--- config.mk ---
export PLATFORM = sky130hd
export DESIGN_NAME = dac_serial_format_and_mute_ctrl
export DESIGN_NICKNAME = d
export VERILOG_FILES = /design/src/hdl/audio_ctrl_pkg.sv /design/src/hdl/soft_mute_ramp.sv /design/src/hdl/zero_run_detect.sv /design/src/hdl/dac_serial_format_and_mute_ctrl.sv
export VERILOG_INCLUDE_DIRS = /design/src /design/src/hdl
export SDC_FILE = /design/constraint.sdc
export NUM_CORES = 2
export LEC_CHECK = 0
export BUFFER_PORTS_ARGS = -buffer_cell sky130_fd_sc_hd__clkbuf_2
export CORE_MARGIN = 2
export CORE_UTILIZATION = 35
export CTS_BUF_LIST = sky130_fd_sc_hd__clkbuf_8 sky130_fd_sc_hd__clkbuf_16
export DETAILED_ROUTE_END_ITERATION = 10
export PLACE_DENSITY = 0.54
export SLEW_MARGIN = 0
export SYNTH_ARGS = -nofsm -noshare
export SYNTH_HDL_FRONTEND = slang
export SYNTH_HIERARCHICAL = 1
export SYNTH_SLANG_ARGS = --single-unit
--- constraint.sdc ---
create_clock -name i_clk -period 17 [get_ports i_clk]
set_input_delay 3.4 -clock i_clk [delete_from_list [all_inputs] [get_ports i_clk]]
set_output_delay 3.4 -clock i_clk [all_outputs]
set_load 0.05 [all_outputs]
--- src/hdl/audio_ctrl_defs.svh ---
// Shared constants for the DAC serial format and mute control block
`ifndef AUDIO_CTRL_DEFS_SVH
`define AUDIO_CTRL_DEFS_SVH

// Control word layout: address in the top bits, data below
`define CTL_WORD_MSB 15
`define CTL_ADDR_MSB 15
`define CTL_ADDR_LSB 9
`define CTL_DATA_MSB 8

// Register addresses
`define REG_DAC_CHANNEL_CONTROL 7'h02
`define REG_DAC_INTERFACE_FORMAT 7'h03
`define REG_DAC_ZERO_MUTE_CONTROL 7'h09
`define REG_ADC_MUTE_CONTROL 7'h0C

// Reset values
`define RST_DAC_CHANNEL_CONTROL 9'h120
`define RST_DAC_INTERFACE_FORMAT 9'h000
`define RST_DAC_ZERO_MUTE_CONTROL 9'h000
`define RST_ADC_MUTE_CONTROL 9'h000

// dac_channel_control fields
`define F_GLOBAL_MUTE 0
`define F_POWERDOWN_ALL 2
`define F_ROUTE_LEFT_MSB 6
`define F_ROUTE_LEFT_LSB 5
`define F_ROUTE_RIGHT_MSB 8
`define F_ROUTE_RIGHT_LSB 7

// dac_interface_format fields
`define F_FORMAT_MSB 1
`define F_FORMAT_LSB 0
`define F_FRAME_POLARITY 2
`define F_BITCLK_INVERT 3
`define F_WORD_LEN_MSB 5
`define F_WORD_LEN_LSB 4
`define F_PHASE_MSB 8
`define F_PHASE_LSB 6

// dac_zero_mute_control fields
`define F_ZERO_CROSS_DISABLE 0
`define F_ZERO_FLAG_MSB 2
`define F_ZERO_FLAG_LSB 1
`define F_CHAN_MUTE_MSB 5
`define F_CHAN_MUTE_LSB 3

// adc_mute_control fields
`define F_ADC_RIGHT_MUTE 0
`define F_ADC_LEFT_MUTE 1
`define F_ADC_BOTH_MUTE 2

// Word length codes and their bit counts
`define WL_CODE_16 2'h0
`define WL_CODE_20 2'h1
`define WL_CODE_24 2'h2
`define WL_CODE_32 2'h3
`define WL_BITS_16 7'h10
`define WL_BITS_20 7'h14
`define WL_BITS_24 7'h18
`define WL_BITS_32 7'h20

// Zero flag routing codes
`define ZFS_ALL 2'h0
`define ZFS_CH1 2'h1
`define ZFS_CH2 2'h2

// Frame timing
`define BIT_CNT_MAX 7'h7F
`define DELAY_ONE_BIT 7'h01
`define DELAY_NONE 7'h00

// Soft mute ramp and zero detect
`define GAIN_FULL 9'h100
`define GAIN_STEP 9'h001
`define ZERO_RUN_FRAMES 1024
`define SAMPLE_MOST_NEG 24'h800000
`define SAMPLE_MOST_POS 24'h7FFFFF

`endif

--- src/hdl/audio_ctrl_pkg.sv ---
// Types and shared helpers for the DAC serial format and mute control block
`include "audio_ctrl_defs.svh"
package audio_ctrl_pkg;

   // Serial framing modes in field order
   typedef enum logic [1:0] {FMT_RIGHT_JUST, FMT_LEFT_JUST, FMT_I2S, FMT_DSP} dac_format_t;

   // Sample presented to the filters
   typedef logic [23:0] sample_t;

   // Bits per word for a length code
   function automatic logic [6:0] word_bits(input logic [1:0] code);
      case (code)
         `WL_CODE_16: word_bits = `WL_BITS_16;
         `WL_CODE_20: word_bits = `WL_BITS_20;
         `WL_CODE_24: word_bits = `WL_BITS_24;
         default: word_bits = `WL_BITS_32;
      endcase
   endfunction : word_bits

endpackage : audio_ctrl_pkg

--- src/hdl/soft_mute_ramp.sv ---
// Gain ramp that fades one stereo channel in and out
`timescale 1ns/100ps
`include "audio_ctrl_defs.svh"
module soft_mute_ramp
   import audio_ctrl_pkg::*;
(
   input wire logic i_clk, // System clock
   input wire logic i_rst_b, // Async reset, active low
   input wire logic i_valid, // Sample strobe
   input wire logic i_frame_tick, // Once per stereo frame
   input wire logic i_mute, // Mute request level
   input wire logic [23:0] i_sample, // Signed input sample
   output logic [23:0] o_sample // Scaled sample, registered
);

   logic [8:0] gain; // Current gain, full scale at GAIN_FULL
   logic signed [33:0] product; // Sample times gain

   // Gain steps once per frame so the slope is rate independent
   always_ff @(posedge i_clk or negedge i_rst_b)
   begin
      if (!i_rst_b)
      begin
         gain <= `GAIN_FULL;
      end
      else if (i_frame_tick)
      begin
         if (i_mute && gain != 9'h000)
         begin
            gain <= gain - `GAIN_STEP; // Fade down
         end
         else if (!i_mute && gain != `GAIN_FULL)
         begin
            gain <= gain + `GAIN_STEP; // Fade back up
         end
      end
   end

   // Gain never exceeds full, so the product fits in 32 bits
   assign product = $signed(i_sample) * $signed({1'b0, gain});

   // Output register
   always_ff @(posedge i_clk or negedge i_rst_b)
   begin
      if (!i_rst_b)
      begin
         o_sample <= 24'h000000;
      end
      else if (i_valid)
      begin
         o_sample <= product[31:8]; // Two's complement scale
      end
   end

endmodule : soft_mute_ramp

--- src/hdl/zero_run_detect.sv ---
// Counts consecutive all-zero stereo frames on one channel
`timescale 1ns/100ps
`include "audio_ctrl_defs.svh"
module zero_run_detect
#(
   parameter int RUN_FRAMES = `ZERO_RUN_FRAMES // Frames before flagging
)
(
   input wire logic i_clk, // System clock
   input wire logic i_rst_b, // Async reset, active low
   input wire logic i_valid, // Sample strobe
   input wire logic i_right, // Strobe carries the right word
   input wire logic i_zero, // Sample equals zero
   output logic o_zero // Run reached, registered
);

   localparam int CW = $clog2(RUN_FRAMES + 1);
   localparam logic [CW-1:0] RUN_LAST = CW'(RUN_FRAMES);

   logic left_zero; // Left word of this frame was zero
   logic [CW-1:0] run; // Saturating frame count

   // Left half held until its right partner
   always_ff @(posedge i_clk or negedge i_rst_b)
   begin
      if (!i_rst_b)
      begin
         left_zero <= 1'b0;
      end
      else if (i_valid && !i_right)
      begin
         left_zero <= i_zero;
      end
   end

   // Any non-zero word restarts the run at the frame's right word strobe
   always_ff @(posedge i_clk or negedge i_rst_b)
   begin
      if (!i_rst_b)
      begin
         run <= '0;
         o_zero <= 1'b0;
      end
      else if (i_valid && i_right)
      begin
         if (left_zero && i_zero)
         begin
            if (run != RUN_LAST)
            begin
               run <= run + 1'b1;
            end
            o_zero <= (run >= RUN_LAST - 1'b1); // Flag at the count
         end
         else
         begin
            run <= '0;
            o_zero <= 1'b0;
         end
      end
   end

endmodule : zero_run_detect

--- src/hdl/dac_serial_format_and_mute_ctrl.sv ---
// DAC serial audio receiver with format, phase, zero flag and mute control
`timescale 1ns/100ps
`include "audio_ctrl_defs.svh"
module dac_serial_format_and_mute_ctrl
   import audio_ctrl_pkg::*;
#(
   parameter int ZERO_RUN = `ZERO_RUN_FRAMES // Zero frames before flag
)
(
   input wire logic i_clk, // 250 MHz system clock
   input wire logic i_rst_b, // Async reset, active low
   input wire logic i_control_clock, // Control port shift clock pin
   input wire logic i_control_data, // Control port data pin
   input wire logic i_control_latch, // Control port latch pin
   input wire logic i_dac_bit_clock, // Audio bit clock pin
   input wire logic i_dac_frame_clock, // Audio frame clock pin
   input wire logic [2:0] i_dac_serial_data_in, // Audio data pins, one per DAC
   input wire logic [7:0] i_volume_value, // New digital volume
   input wire logic i_volume_load, // Volume load strobe
   output logic [23:0] o_sample_data_1, // DAC1 filter input
   output logic [23:0] o_sample_data_2, // DAC2 filter input
   output logic [23:0] o_sample_data_3, // DAC3 filter input
   output logic o_sample_valid, // Filter input strobe
   output logic o_sample_is_right, // Strobe carries right words
   output logic o_zero_flag_pin, // Zero flag pin
   output logic o_adc_left_mute, // ADC left input mute
   output logic o_adc_right_mute, // ADC right input mute
   output logic [7:0] o_volume_applied, // Volume in effect
   output logic o_volume_pending // Volume waiting for zero cross
);

   // Pin synchronisers, first stage read only by the second
   logic [2:0] ctl_clk_s; // Control clock stages
   logic [1:0] ctl_dat_s; // Control data stages
   logic [2:0] ctl_lat_s; // Control latch stages
   logic [2:0] bclk_s; // Bit clock stages
   logic [1:0] lrc_s; // Frame clock stages
   logic [2:0] din_m; // Data first stage
   logic [2:0] din_q; // Data second stage

   // Control port state
   logic [`CTL_WORD_MSB:0] ctl_shift; // Incoming control word
   logic [8:0] reg_chan; // dac_channel_control
   logic [8:0] reg_fmt; // dac_interface_format
   logic [8:0] reg_zero; // dac_zero_mute_control
   logic [8:0] reg_adc; // adc_mute_control

   // Receiver state
   logic prev_frame; // Frame level at last sample edge
   logic [6:0] bit_cnt; // Bits since frame boundary
   logic [31:0] line_sh [0:2]; // Per-line shift registers
   sample_t raw [0:2]; // Justified words
   logic raw_valid; // Word strobe
   logic raw_right; // Word is right channel
   logic [2:0] chan_zero; // Zero runs per DAC
   logic [23:0] proc_out [0:2]; // After soft mute
   logic prev_sign; // Channel 1 sign history
   logic [7:0] vol_wait; // Held volume

   // Pin capture from outside the clock domain
   always_ff @(posedge i_clk or negedge i_rst_b)
   begin
      if (!i_rst_b)
      begin
         ctl_clk_s <= 3'h0;
         ctl_dat_s <= 2'h0;
         ctl_lat_s <= 3'h0;
         bclk_s <= 3'h0;
         lrc_s <= 2'h0;
         din_m <= 3'h0;
         din_q <= 3'h0;
      end
      else
      begin
         ctl_clk_s <= {ctl_clk_s[1:0], i_control_clock};
         ctl_dat_s <= {ctl_dat_s[0], i_control_data};
         ctl_lat_s <= {ctl_lat_s[1:0], i_control_latch};
         bclk_s <= {bclk_s[1:0], i_dac_bit_clock};
         lrc_s <= {lrc_s[0], i_dac_frame_clock};
         din_m <= i_dac_serial_data_in;
         din_q <= din_m;
      end
   end

   // Edges between second and third stages
   logic ctl_clk_rise;
   logic ctl_lat_rise;
   assign ctl_clk_rise = ctl_clk_s[1] & ~ctl_clk_s[2];
   assign ctl_lat_rise = ctl_lat_s[1] & ~ctl_lat_s[2];

   // Control word shifter, MSB first
   always_ff @(posedge i_clk or negedge i_rst_b)
   begin
      if (!i_rst_b)
      begin
         ctl_shift <= 16'h0000;
      end
      else if (ctl_clk_rise)
      begin
         ctl_shift <= {ctl_shift[`CTL_WORD_MSB-1:0], ctl_dat_s[1]};
      end
   end

   // Commit on latch; unknown addresses are dropped silently
   logic [6:0] ctl_addr;
   logic [8:0] ctl_data;
   assign ctl_addr = ctl_shift[`CTL_ADDR_MSB:`CTL_ADDR_LSB];
   assign ctl_data = ctl_shift[`CTL_DATA_MSB:0];

   always_ff @(posedge i_clk or negedge i_rst_b)
   begin
      if (!i_rst_b)
      begin
         reg_chan <= `RST_DAC_CHANNEL_CONTROL;
         reg_fmt <= `RST_DAC_INTERFACE_FORMAT;
         reg_zero <= `RST_DAC_ZERO_MUTE_CONTROL;
         reg_adc <= `RST_ADC_MUTE_CONTROL;
      end
      else if (ctl_lat_rise)
      begin
         case (ctl_addr)
            `REG_DAC_CHANNEL_CONTROL: reg_chan <= ctl_data;
            `REG_DAC_INTERFACE_FORMAT: reg_fmt <= ctl_data;
            `REG_DAC_ZERO_MUTE_CONTROL: reg_zero <= ctl_data;
            `REG_ADC_MUTE_CONTROL: reg_adc <= ctl_data;
            default: ; // Other registers live elsewhere
         endcase
      end
   end

   // Field decode
   dac_format_t fmt;
   logic is_dsp;
   logic is_rj;
   logic frame_pol;
   logic [1:0] wl_code;
   logic [1:0] wl_eff;
   logic [6:0] wl_bits;
   assign fmt = dac_format_t'(reg_fmt[`F_FORMAT_MSB:`F_FORMAT_LSB]);
   assign is_dsp = (fmt == FMT_DSP);
   assign is_rj = (fmt == FMT_RIGHT_JUST);
   assign frame_pol = reg_fmt[`F_FRAME_POLARITY];
   assign wl_code = reg_fmt[`F_WORD_LEN_MSB:`F_WORD_LEN_LSB];
   // Right justified 32-bit falls back to 24
   assign wl_eff = (is_rj && wl_code == `WL_CODE_32) ? `WL_CODE_24 : wl_code;
   assign wl_bits = word_bits(wl_eff);

   // Sample edge: rising by default, falling when inverted
   logic samp;
   assign samp = reg_fmt[`F_BITCLK_INVERT] ? (bclk_s[2] & ~bclk_s[1])
                                           : (bclk_s[1] & ~bclk_s[2]);

   // Frame level; in DSP polarity picks the variant
   logic frame;
   assign frame = lrc_s[1] ^ (frame_pol & ~is_dsp);

   logic boundary; // Start of a new frame half or DSP frame
   logic [6:0] cnt_now; // Position of the bit being sampled
   logic [6:0] first_bit; // Delay from boundary to MSB
   assign boundary = is_dsp ? (frame & ~prev_frame) : (frame != prev_frame);
   // I2S and DSP variant A delay the MSB one bit
   assign first_bit = (fmt == FMT_I2S || (is_dsp && !frame_pol)) ? `DELAY_ONE_BIT
                                                                 : `DELAY_NONE;
   assign cnt_now = boundary ? 7'h00 :
                    (bit_cnt == `BIT_CNT_MAX) ? bit_cnt : bit_cnt + 7'h01;

   logic [6:0] end_left; // Last bit of first word
   logic [6:0] end_right; // Last bit of DSP second word
   logic win_left;
   logic win_right;
   assign end_left = 7'(first_bit + wl_bits - 7'h01);
   assign end_right = 7'(end_left + wl_bits);
   assign win_left = (cnt_now >= first_bit) && (cnt_now <= end_left);
   assign win_right = is_dsp && (cnt_now > end_left) && (cnt_now <= end_right);

   // Which word completes at this edge, and on which side
   logic emit;
   logic emit_right;
   logic shift_en;
   always_comb
   begin
      emit = 1'b0;
      emit_right = 1'b0;
      shift_en = 1'b0;
      case (fmt)
         FMT_RIGHT_JUST:
         begin
            // Word ends at the boundary, LSB last
            shift_en = 1'b1;
            emit = boundary;
            emit_right = ~prev_frame;
         end
         FMT_LEFT_JUST:
         begin
            shift_en = win_left;
            emit = (cnt_now == end_left);
            emit_right = ~frame;
         end
         FMT_I2S:
         begin
            // Bits past the word are ignored
            shift_en = win_left;
            emit = (cnt_now == end_left);
            emit_right = frame;
         end
         FMT_DSP:
         begin
            // Left then right back to back after the pulse
            shift_en = win_left | win_right;
            emit = (cnt_now == end_left) || (cnt_now == end_right);
            emit_right = (cnt_now == end_right);
         end
         default:
         begin
            shift_en = 1'b0;
         end
      endcase
   end

   // Fit a received word to the 24-bit filter input
   function automatic sample_t justify(input logic [31:0] w, input logic [1:0] code);
      case (code)
         `WL_CODE_16: justify = {w[15:0], 8'h00};
         `WL_CODE_20: justify = {w[19:0], 4'h0};
         `WL_CODE_24: justify = w[23:0];
         default: justify = w[31:8];
      endcase
   endfunction : justify

   // Frame tracking and bit position
   always_ff @(posedge i_clk or negedge i_rst_b)
   begin
      if (!i_rst_b)
      begin
         prev_frame <= 1'b0;
         bit_cnt <= `BIT_CNT_MAX;
      end
      else if (samp)
      begin
         prev_frame <= frame;
         bit_cnt <= cnt_now;
      end
   end

   // Shifting and word capture for all three lines
   always_ff @(posedge i_clk or negedge i_rst_b)
   begin
      if (!i_rst_b)
      begin
         for (int i = 0; i < 3; i++)
         begin
            line_sh[i] <= 32'h00000000;
            raw[i] <= 24'h000000;
         end
         raw_valid <= 1'b0;
         raw_right <= 1'b0;
      end
      else
      begin
         raw_valid <= samp & emit;
         for (int i = 0; i < 3; i++)
         begin
            if (samp && shift_en)
            begin
               line_sh[i] <= {line_sh[i][30:0], din_q[i]};
            end
            if (samp && emit)
            begin
               // Right justified word excludes the bit at the boundary
               raw[i] <= justify(is_rj ? line_sh[i] : {line_sh[i][30:0], din_q[i]}, wl_eff);
            end
         end
         if (samp && emit)
         begin
            raw_right <= emit_right;
         end
      end
   end

   // Negate without wrapping the most negative code
   function automatic sample_t invert_sample(input sample_t s);
      invert_sample = (s == `SAMPLE_MOST_NEG) ? `SAMPLE_MOST_POS : 24'(-s);
   endfunction : invert_sample

   // Abrupt mute: powerdown or a routing side set to zero
   logic hard_mute;
   assign hard_mute = reg_chan[`F_POWERDOWN_ALL] |
                      (raw_right ? (reg_chan[`F_ROUTE_RIGHT_MSB:`F_ROUTE_RIGHT_LSB] == 2'h0)
                                 : (reg_chan[`F_ROUTE_LEFT_MSB:`F_ROUTE_LEFT_LSB] == 2'h0));

   // Per-DAC phase, mute ramp and zero detection
   for (genvar g = 0; g < 3; g++)
   begin : g_chan
      sample_t pre; // Phase applied, hard mute applied
      logic soft_mute; // Ramp request
      assign pre = hard_mute ? 24'h000000 :
                   reg_fmt[`F_PHASE_LSB+g] ? invert_sample(raw[g]) : raw[g];
      assign soft_mute = reg_zero[`F_CHAN_MUTE_LSB+g] |
                         reg_chan[`F_GLOBAL_MUTE];

      soft_mute_ramp u_ramp (
         .i_clk(i_clk),
         .i_rst_b(i_rst_b),
         .i_valid(raw_valid),
         .i_frame_tick(raw_valid & raw_right),
         .i_mute(soft_mute),
         .i_sample(pre),
         .o_sample(proc_out[g])
      );

      zero_run_detect #(.RUN_FRAMES(ZERO_RUN)) u_zero (
         .i_clk(i_clk),
         .i_rst_b(i_rst_b),
         .i_valid(raw_valid),
         .i_right(raw_right),
         .i_zero(raw[g] == 24'h000000),
         .o_zero(chan_zero[g])
      );
   end

   assign o_sample_data_1 = proc_out[0];
   assign o_sample_data_2 = proc_out[1];
   assign o_sample_data_3 = proc_out[2];

   // Strobe registered from raw_valid, so it rises in the cycle the ramp register updates
   always_ff @(posedge i_clk or negedge i_rst_b)
   begin
      if (!i_rst_b)
      begin
         o_sample_valid <= 1'b0;
         o_sample_is_right <= 1'b0;
      end
      else
      begin
         o_sample_valid <= raw_valid;
         if (raw_valid)
         begin
            o_sample_is_right <= raw_right;
         end
      end
   end

   // Zero flag routing
   always_ff @(posedge i_clk or negedge i_rst_b)
   begin
      if (!i_rst_b)
      begin
         o_zero_flag_pin <= 1'b0;
      end
      else
      begin
         case (reg_zero[`F_ZERO_FLAG_MSB:`F_ZERO_FLAG_LSB])
            `ZFS_ALL: o_zero_flag_pin <= &chan_zero;
            `ZFS_CH1: o_zero_flag_pin <= chan_zero[0];
            `ZFS_CH2: o_zero_flag_pin <= chan_zero[1];
            default: o_zero_flag_pin <= chan_zero[2];
         endcase
      end
   end

   // ADC input mutes, the both bit overrides each side
   always_ff @(posedge i_clk or negedge i_rst_b)
   begin
      if (!i_rst_b)
      begin
         o_adc_left_mute <= 1'b0;
         o_adc_right_mute <= 1'b0;
      end
      else
      begin
         o_adc_left_mute <= reg_adc[`F_ADC_LEFT_MUTE] | reg_adc[`F_ADC_BOTH_MUTE];
         o_adc_right_mute <= reg_adc[`F_ADC_RIGHT_MUTE] | reg_adc[`F_ADC_BOTH_MUTE];
      end
   end

   // Zero cross seen on DAC1 left: sign change or exact zero
   logic zero_cross;
   assign zero_cross = raw_valid && !raw_right &&
                       ((raw[0][23] != prev_sign) || (raw[0] == 24'h000000));

   always_ff @(posedge i_clk or negedge i_rst_b)
   begin
      if (!i_rst_b)
      begin
         prev_sign <= 1'b0;
      end
      else if (raw_valid && !raw_right)
      begin
         prev_sign <= raw[0][23];
      end
   end

   // Volume update; a new load replaces the held one
   always_ff @(posedge i_clk or negedge i_rst_b)
   begin
      if (!i_rst_b)
      begin
         o_volume_applied <= 8'h00;
         o_volume_pending <= 1'b0;
         vol_wait <= 8'h00;
      end
      else if (i_volume_load)
      begin
         if (reg_zero[`F_ZERO_CROSS_DISABLE])
         begin
            o_volume_applied <= i_volume_value; // Immediate
            o_volume_pending <= 1'b0;
         end
         else
         begin
            vol_wait <= i_volume_value; // Deferred
            o_volume_pending <= 1'b1;
         end
      end
      else if (o_volume_pending && (zero_cross || reg_zero[`F_ZERO_CROSS_DISABLE]))
      begin
         o_volume_applied <= vol_wait;
         o_volume_pending <= 1'b0;
      end
   end

endmodule : dac_serial_format_and_mute_ctrl

== Yosys cells after proc, flatten, opt, wreduce, memory -nomap -nowiden ==
Index checks and enable logic that the tools add are counted.

* Latch bits: 0
* Input bits: 19
* Register bits after elaboration: 401
* Bits in writable memories: 0
* Output and inout port bits: 86
* ROM bits: 0
* Memories: 0
* Word-level logic and storage cells: 232

* Reduce and logical (&&, ||, !) cells: 58
* Divide/modulo/power cells: 0
* Muxes and demuxes: 48
* Bitwise logic cells: 24
* $lt $le $gt $ge: 7
* Equal/unequal tests: 30
* Add/sub/neg operators: 16
* Multiply operators: 3
* Shifts and indexed selects: 0

{| class="wikitable"
|+ Operators by type and width
! kind !! count
|-
| 24-bit two-way mux || 9
|-
| 24-bit case mux with 3 select lines || 3
|-
| 24-bit by 10-bit multiplier with 32-bit output || 3
|-
| 32-bit two-way mux || 3
|-
| 24-bit == test, second input constant || 3
|-
| 24-bit zero test || 3
|-
| 24-bit negation || 3
|-
| 11-bit two-way mux || 6
|-
| 9-bit two-way mux || 6
|-
| 11-bit by 1-bit adder with 11-bit output, second input constant || 3
|-
| 11-bit by 10-bit greater-or-equal comparator with 1-bit output, second input constant || 3
|-
| 11-bit inequality test, second input constant || 3
|-
| 9-bit by 1-bit adder with 9-bit output, second input constant || 3
|-
| 9-bit inequality test, second input constant || 3
|-
| 9-bit nonzero test || 3
|-
| 9-bit by 1-bit subtractor with 9-bit output, second input constant || 3
|-
| 8-bit two-way mux || 3
|-
| 2-bit AND reduction || 12
|-
| 1-bit logical AND || 20
|-
| 6-bit case mux with 3 select lines || 1
|-
| 7-bit by 2-bit == test with 1-bit output, second input constant || 2
|-
| 7-bit by 4-bit == test with 1-bit output, second input constant || 2
|-
| 7-bit == test || 2
|-
| 7-bit less-or-equal comparator || 2
|-
| other kinds (27) || 82
|}

== Logic depth before layout (Yosys ltp) ==
* Word-level depth: 13
* Mapped depth: 29
* Mapped depth without buffers: 27

== By module ==
The synthesis kept the hierarchy.

{| class="wikitable"
|+ By module, submodules not included
! module !! area each (um^2) !! cells each !! instances
|-
| dac_serial_format_and_mute_ctrl || 15337.2 || 1447 || 1
|-
| soft_mute_ramp (g_chan[2].u_ramp) || 8625.8 || 941 || 1
|-
| soft_mute_ramp (g_chan[1].u_ramp) || 8459.4 || 901 || 1
|-
| soft_mute_ramp (g_chan[0].u_ramp) || 8441.8 || 897 || 1
|-
| zero_run_detect (g_chan[0].u_zero ...) || 790.8 || 85 || 2
|-
| zero_run_detect (g_chan[2].u_zero) || 799.5 || 86 || 1
|}

== Worst setup path after synthesis ==
OpenSTA, ideal clock, no wires.

* Path type: reg2reg
* Start point: reg raw[35] (netlist name)
* End point: reg g_chan[1].u_ramp.o_sample[20]
* Path buffers: 2
* Clock period less this slack: 7516 ps
* Arrival time: 7391 ps
* Cell stages (with the launch flop): 26
* Slack: 9484 ps
* Cell sequence: dfrtp_1 -> or3_1 -> or4_1 -> or4b_1 -> clkbuf_1 -> clkbuf_1 -> a21oi_1 -> nand2_1 -> fa_1 -> inv_1 -> fa_1 -> fa_1 -> fa_1 -> inv_1 -> fa_1 -> inv_1 -> ha_1 -> and4_4 -> and3_1 -> a221o_1 -> a2111oi_4 -> o31ai_2 -> a21oi_1 -> o21bai_1 -> xor2_1 -> mux2_2

* Word-level cells in the longest chain between the ends: 5
* Elaborated cells on any way between the ends: 6
* Those cells by class: add/sub: 1; mul: 1; eq/ne: 1; mux: 3

{| class="wikitable"
|+ RTL lines
! element !! line !! text
|-
| from (decl) || dac_serial_format_and_mute_ctrl.sv:52 || <nowiki>sample_t raw [0:2];</nowiki>
|-
| from (signal, indexed assignment) || dac_serial_format_and_mute_ctrl.sv:270 || <nowiki>raw[i] <= justify(is_rj ? line_sh[i] : {line_sh[i][30:0], din_q[i]}, wl_eff);</nowiki>
|-
| 24-bit negation or 24-bit == test (tied branches) || n/a ||
|-
| 24-bit two-way mux * || dac_serial_format_and_mute_ctrl.sv:282 || <nowiki>invert_sample = (s == `SAMPLE_MOST_NEG) ? `SAMPLE_MOST_POS : 24'(-s);</nowiki>
|-
| 24-bit two-way mux * || dac_serial_format_and_mute_ctrl.sv:297 || <nowiki>reg_fmt[`F_PHASE_LSB+g] ? invert_sample(raw[g]) : raw[g];</nowiki>
|-
| 24-bit two-way mux * || dac_serial_format_and_mute_ctrl.sv:296 || <nowiki>assign pre = hard_mute ? 24'h000000 :</nowiki>
|-
| net g_chan[1].pre[16] || dac_serial_format_and_mute_ctrl.sv:294 || <nowiki>sample_t pre;</nowiki>
|-
| 24-bit by 10-bit multiplier with 32-bit output * || soft_mute_ramp.sv:40 || <nowiki>assign product = $signed(i_sample) * $signed({1'b0, gain});</nowiki>
|-
| to (signal assigned) || soft_mute_ramp.sv:51 || <nowiki>o_sample <= product[31:8];</nowiki>
|-
| to (decl) || soft_mute_ramp.sv:13 || <nowiki>output logic [23:0] o_sample</nowiki>
|}

Mark *: on every way through the listed nets, which the timed path passes. The rest lies on a longest branch.
A chain may end at the register's enable or synchronous reset.

== Worst setup path in the final report ==
* Start point: reg raw[6] (netlist name)
* End point: reg g_chan[2].u_ramp.o_sample[22]

* Word-level cells in the longest chain between the ends: 5
* Elaborated cells on any way between the ends: 6
* Those cells by class: add/sub: 1; mul: 1; eq/ne: 1; mux: 3

{| class="wikitable"
|+ RTL lines
! element !! line
|-
| 24-bit negation or 24-bit == test (tied branches) || n/a
|-
| 24-bit two-way mux * || dac_serial_format_and_mute_ctrl.sv:282
|-
| 24-bit two-way mux * || dac_serial_format_and_mute_ctrl.sv:297
|-
| 24-bit two-way mux * || dac_serial_format_and_mute_ctrl.sv:296
|-
| net g_chan[2].pre[13] || dac_serial_format_and_mute_ctrl.sv:294
|-
| 24-bit by 10-bit multiplier with 32-bit output * || soft_mute_ramp.sv:40
|-
| to (signal assigned) || soft_mute_ramp.sv:51
|-
| to (decl) || soft_mute_ramp.sv:13
|}

Marked as above.

==> flow_metrics.env <==
export IMPL_outcome="finished clean"
export IMPL_vias=30200
export IMPL_yosys_warnings=6
export IMPL_power_per_cell_area_nw_per_um2=145
export IMPL_start_util_pct=35.4
export IMPL_row_count=128
export IMPL_cp_required_ns=17.59
export IMPL_ctsHoldBuffers=0
export IMPL_yosysUniqueCellTypes=97
export IMPL_synth_area_um2=43200
export IMPL_grt_pass1_vias=31600
export IMPL_synth_edf_count=0
export IMPL_fin_nets=5207
export IMPL_async_reset_ff_share_pct=100
export IMPL_synth_largest_area_cell="fa_1"
export IMPL_yosys_top_cells_count="inv_1, fa_1, nand2_1, dfrtp_1, and2_1"
export IMPL_io_buffers=104
export IMPL_post_cts_setup_buffers=0
export IMPL_slew_headroom_pct=24.4
export IMPL_setup_ws_ns=8.15
export IMPL_fin_setup_tns_ns=0
export IMPL_syn_avg_cell_area_um2=9.74
export IMPL_clk_pin_slew_ns=0.06
export IMPL_start_kind="register"
export IMPL_max_stage_delay_ns=1.03
export IMPL_dieArea_um2=126000
export IMPL_fin_crit_ns=8.85
export IMPL_die_height_um=356
export IMPL_drive_above_1_share_pct=15.3
export IMPL_tightest_slew_ns=1.13
export IMPL_n_antenna_cell=0
export IMPL_max_freq_mhz=113
export IMPL_cts_sinks=398
export IMPL_synthCells=4442
export IMPL_synth_most_common_cell="inv_1"
export IMPL_ys_flop_type="dfrtp_1"
export IMPL_ys_seq_area_share_pct=23.1
export IMPL_drt_total_wl_um=101000
export IMPL_path_class="reg -> reg"
export IMPL_hold_slack_ns=0.349
export IMPL_root_buffer="clkbuf_16"
export IMPL_cp_end_kind="register"
export IMPL_grtUsageTotal_pct=16.5
export IMPL_place_congestion=0.821
export IMPL_pre_cts_ws_ns=8.19
export IMPL_synth_seq_cells=398
export IMPL_min_path_type="reg -> reg"
export IMPL_cts_tree="yes"
export IMPL_cts_resized=0
export IMPL_core_um2=122000
export IMPL_drt_iter0_markers=1564
export IMPL_p_leak_nw=23.9
export IMPL_overflow=0
export IMPL_synth_top_cell_area_share_pct=23.7
export IMPL_hold_viol_final=0
export IMPL_synth_nets=5228
export IMPL_die_width_um=356
export IMPL_cp_max_fo=23
export IMPL_finalSetupViolCount=0
export IMPL_finalCritPeriodShare_pct=52.0
export IMPL_rsz0062_at_grt="false"
export IMPL_crit_top_cell="fa_1"
export IMPL_drc=0
export IMPL_antenna_found_initial=2
export IMPL_drv_cap=0
export IMPL_slew_violations=0
export IMPL_areaGrowthSynthToFinish_pct=9.17
export IMPL_fin_skew_ns=0.0321
export IMPL_cts_made_buffers=53
export IMPL_slowest_stage="a21oi_1"
export IMPL_path_cells="nor3_1 > nor4bb_1 > nand4bb_1 > nor2_1 > nand3_1 > a21oi_1 > nand2_1 > fa_1 > inv_1 > fa_1 > fa_1 > fa_1 > inv_1 > fa_1 > inv_1 > ha_1 > nand4_1 > or2_1 > a211oi_2 > o31ai_2 > a31oi_2 > a31oi_1 > or4b_1 > nand4_1"
export IMPL_hpwlAfterDp_um=74600
export IMPL_grt_pass1_wl_um=171000
export IMPL_viasPerCell=4.96
export IMPL_cts_htree_levels=2
export IMPL_grt_max_degree=167
export IMPL_arrival_ns=9.44
export IMPL_wire_per_inst_um=16.6
export IMPL_dr_pass1_iters=5
export IMPL_vdd_ir_drop_max_mv=0.0988
export IMPL_ys_top_cells_by_area="fa_1, dfrtp_1, mux2_2"
export IMPL_cts_buffer_depth=3
export IMPL_clock_latency_ns=0.66
export IMPL_io_pins=105
export IMPL_ant_nets=0
-- cells by family (layout without fill, tap and decap cells) --
group | Yosys count | count (layout) | share of synthesized area, %
DFF | 398 | 398 | 23.1
and+or+nand+nor | 1195 | 1195 | 14.3
buffers and inverters | 841 | 864 | 7.51
muxes | 431 | 431 | 11.0
xor gates and xnor gates | 176 | 176 | 3.56
AOI/OAI and AO/OA | 634 | 634 | 9.52
adders and majority gates | 767 | 767 | 31.1
-- flip-flops by register name, summed over array words and instances, names as in the netlist, 6 cells and up --
| register | cells |
|---|---|
| reg_zero | 6 |
| ctl_shift | 16 |
| reg_chan | 6 |
| g_chan.u_zero/run | 33 |
| o_volume_applied | 8 |
| line_sh | 96 |
| g_chan.u_ramp/o_sample | 72 |
| g_chan.u_ramp/gain | 27 |
| bit_cnt | 7 |
| reg_fmt | 9 |
| raw | 72 |
| vol_wait | 8 |
-- power breakdown --
part / switching [mW] / internal (mW) / total (mW)
registers: 0.331 / 1.22 / 1.55
logic: 2.49 / 1.58 / 4.07
clock network: 0.478 / 0.733 / 1.21
total: 3.30 / 3.53 / 6.83
-- cell type report --
cell class / count / area (um^2)
tap: 1625 / 2030
clock buffer: 62 / 1450
timing repair buffer: 152 / 903
inverter: 613 / 2300
fill: 12100 / 75000
multi-input combinational: 3203 / 30100
sequential: 398 / 9980
clock inverter: 37 / 443
-- layout by cell type (no fill, tap or decap), types with 8 or more instances in the layout --
cell type and n:
xnor2_1 90, nor3_1 21, inv_1 619, mux2_2 352
and3_1 18, clkinv_2 13, nand2b_1 18, a211oi_1 36
nor2b_1 28, or3_1 12, fa_1 513, or2_2 13
and2_1 354, nand4_1 25, nand2_1 463, o21ai_0 124
bufinv_16 8, clkbuf_16 53, clkbuf_2 103, dfstp_2 12
nand3_1 48, buf_4 47, o31ai_1 49, nor2_1 118
ha_1 251, a221oi_1 25, o21a_1 16, clkbuf_8 9
a21o_1 36, xor2_1 86, o41ai_1 9, dfrtp_1 384
a21oi_1 218, nor4_1 13, a31oi_1 19, o21ai_1 8
mux2i_1 78
-- critical path, delay by kind of cell (launching register included) --
kind / cells / cell delay, ns
fa+ha+maj: 6 / 2.88
buf+inv: 3 / 0.14
compound gates: 5 / 2.10
flops: 1 / 0.42
simple gates: 10 / 3.23
-- per-stage QoR --
stage	cells	cell area, um^2	utilization [%]	total power, mW
floorplan	4442	43200	-	4.61
detailed placement	5991	45300	37.1	5.67
CTS	6090	47200	38.6	6.94
global placement	5991	45300	37.1	5.62
finish	6090	47200	38.6	6.83
global route	6090	47200	38.6	7.50
-- path summary, 6_finish.rpt --
check / from / end / slack (ns) / cells past startpoint
max: raw[6] / g_chan[2].u_ramp/o_sample[22] / 8.15 / 24
min: ctl_clk_s[0] / ctl_clk_s[1] / 0.35 / 0
max reg2reg: raw[6] / g_chan[2].u_ramp/o_sample[22] / 8.15 / 24
min reg2reg: ctl_clk_s[0] / ctl_clk_s[1] / 0.35 / 0
max in group asynchronous: i_rst_b / g_chan[0].u_ramp/o_sample[2] / 12.15 / 3
min in group asynchronous: i_rst_b / g_chan[2].u_ramp/o_sample[9] / 2.74 / 1
-- routing by layer --
metal  vias up  wire length (um)  track usage, %
met3       106              3780            2.42
met2       444             46600            26.7
met1     15200             48400            23.1
met5         -                13               0
met4         2              2240            3.91
li1      14500                 -               -
Note: power is estimated with default switching activity, not from simulation.
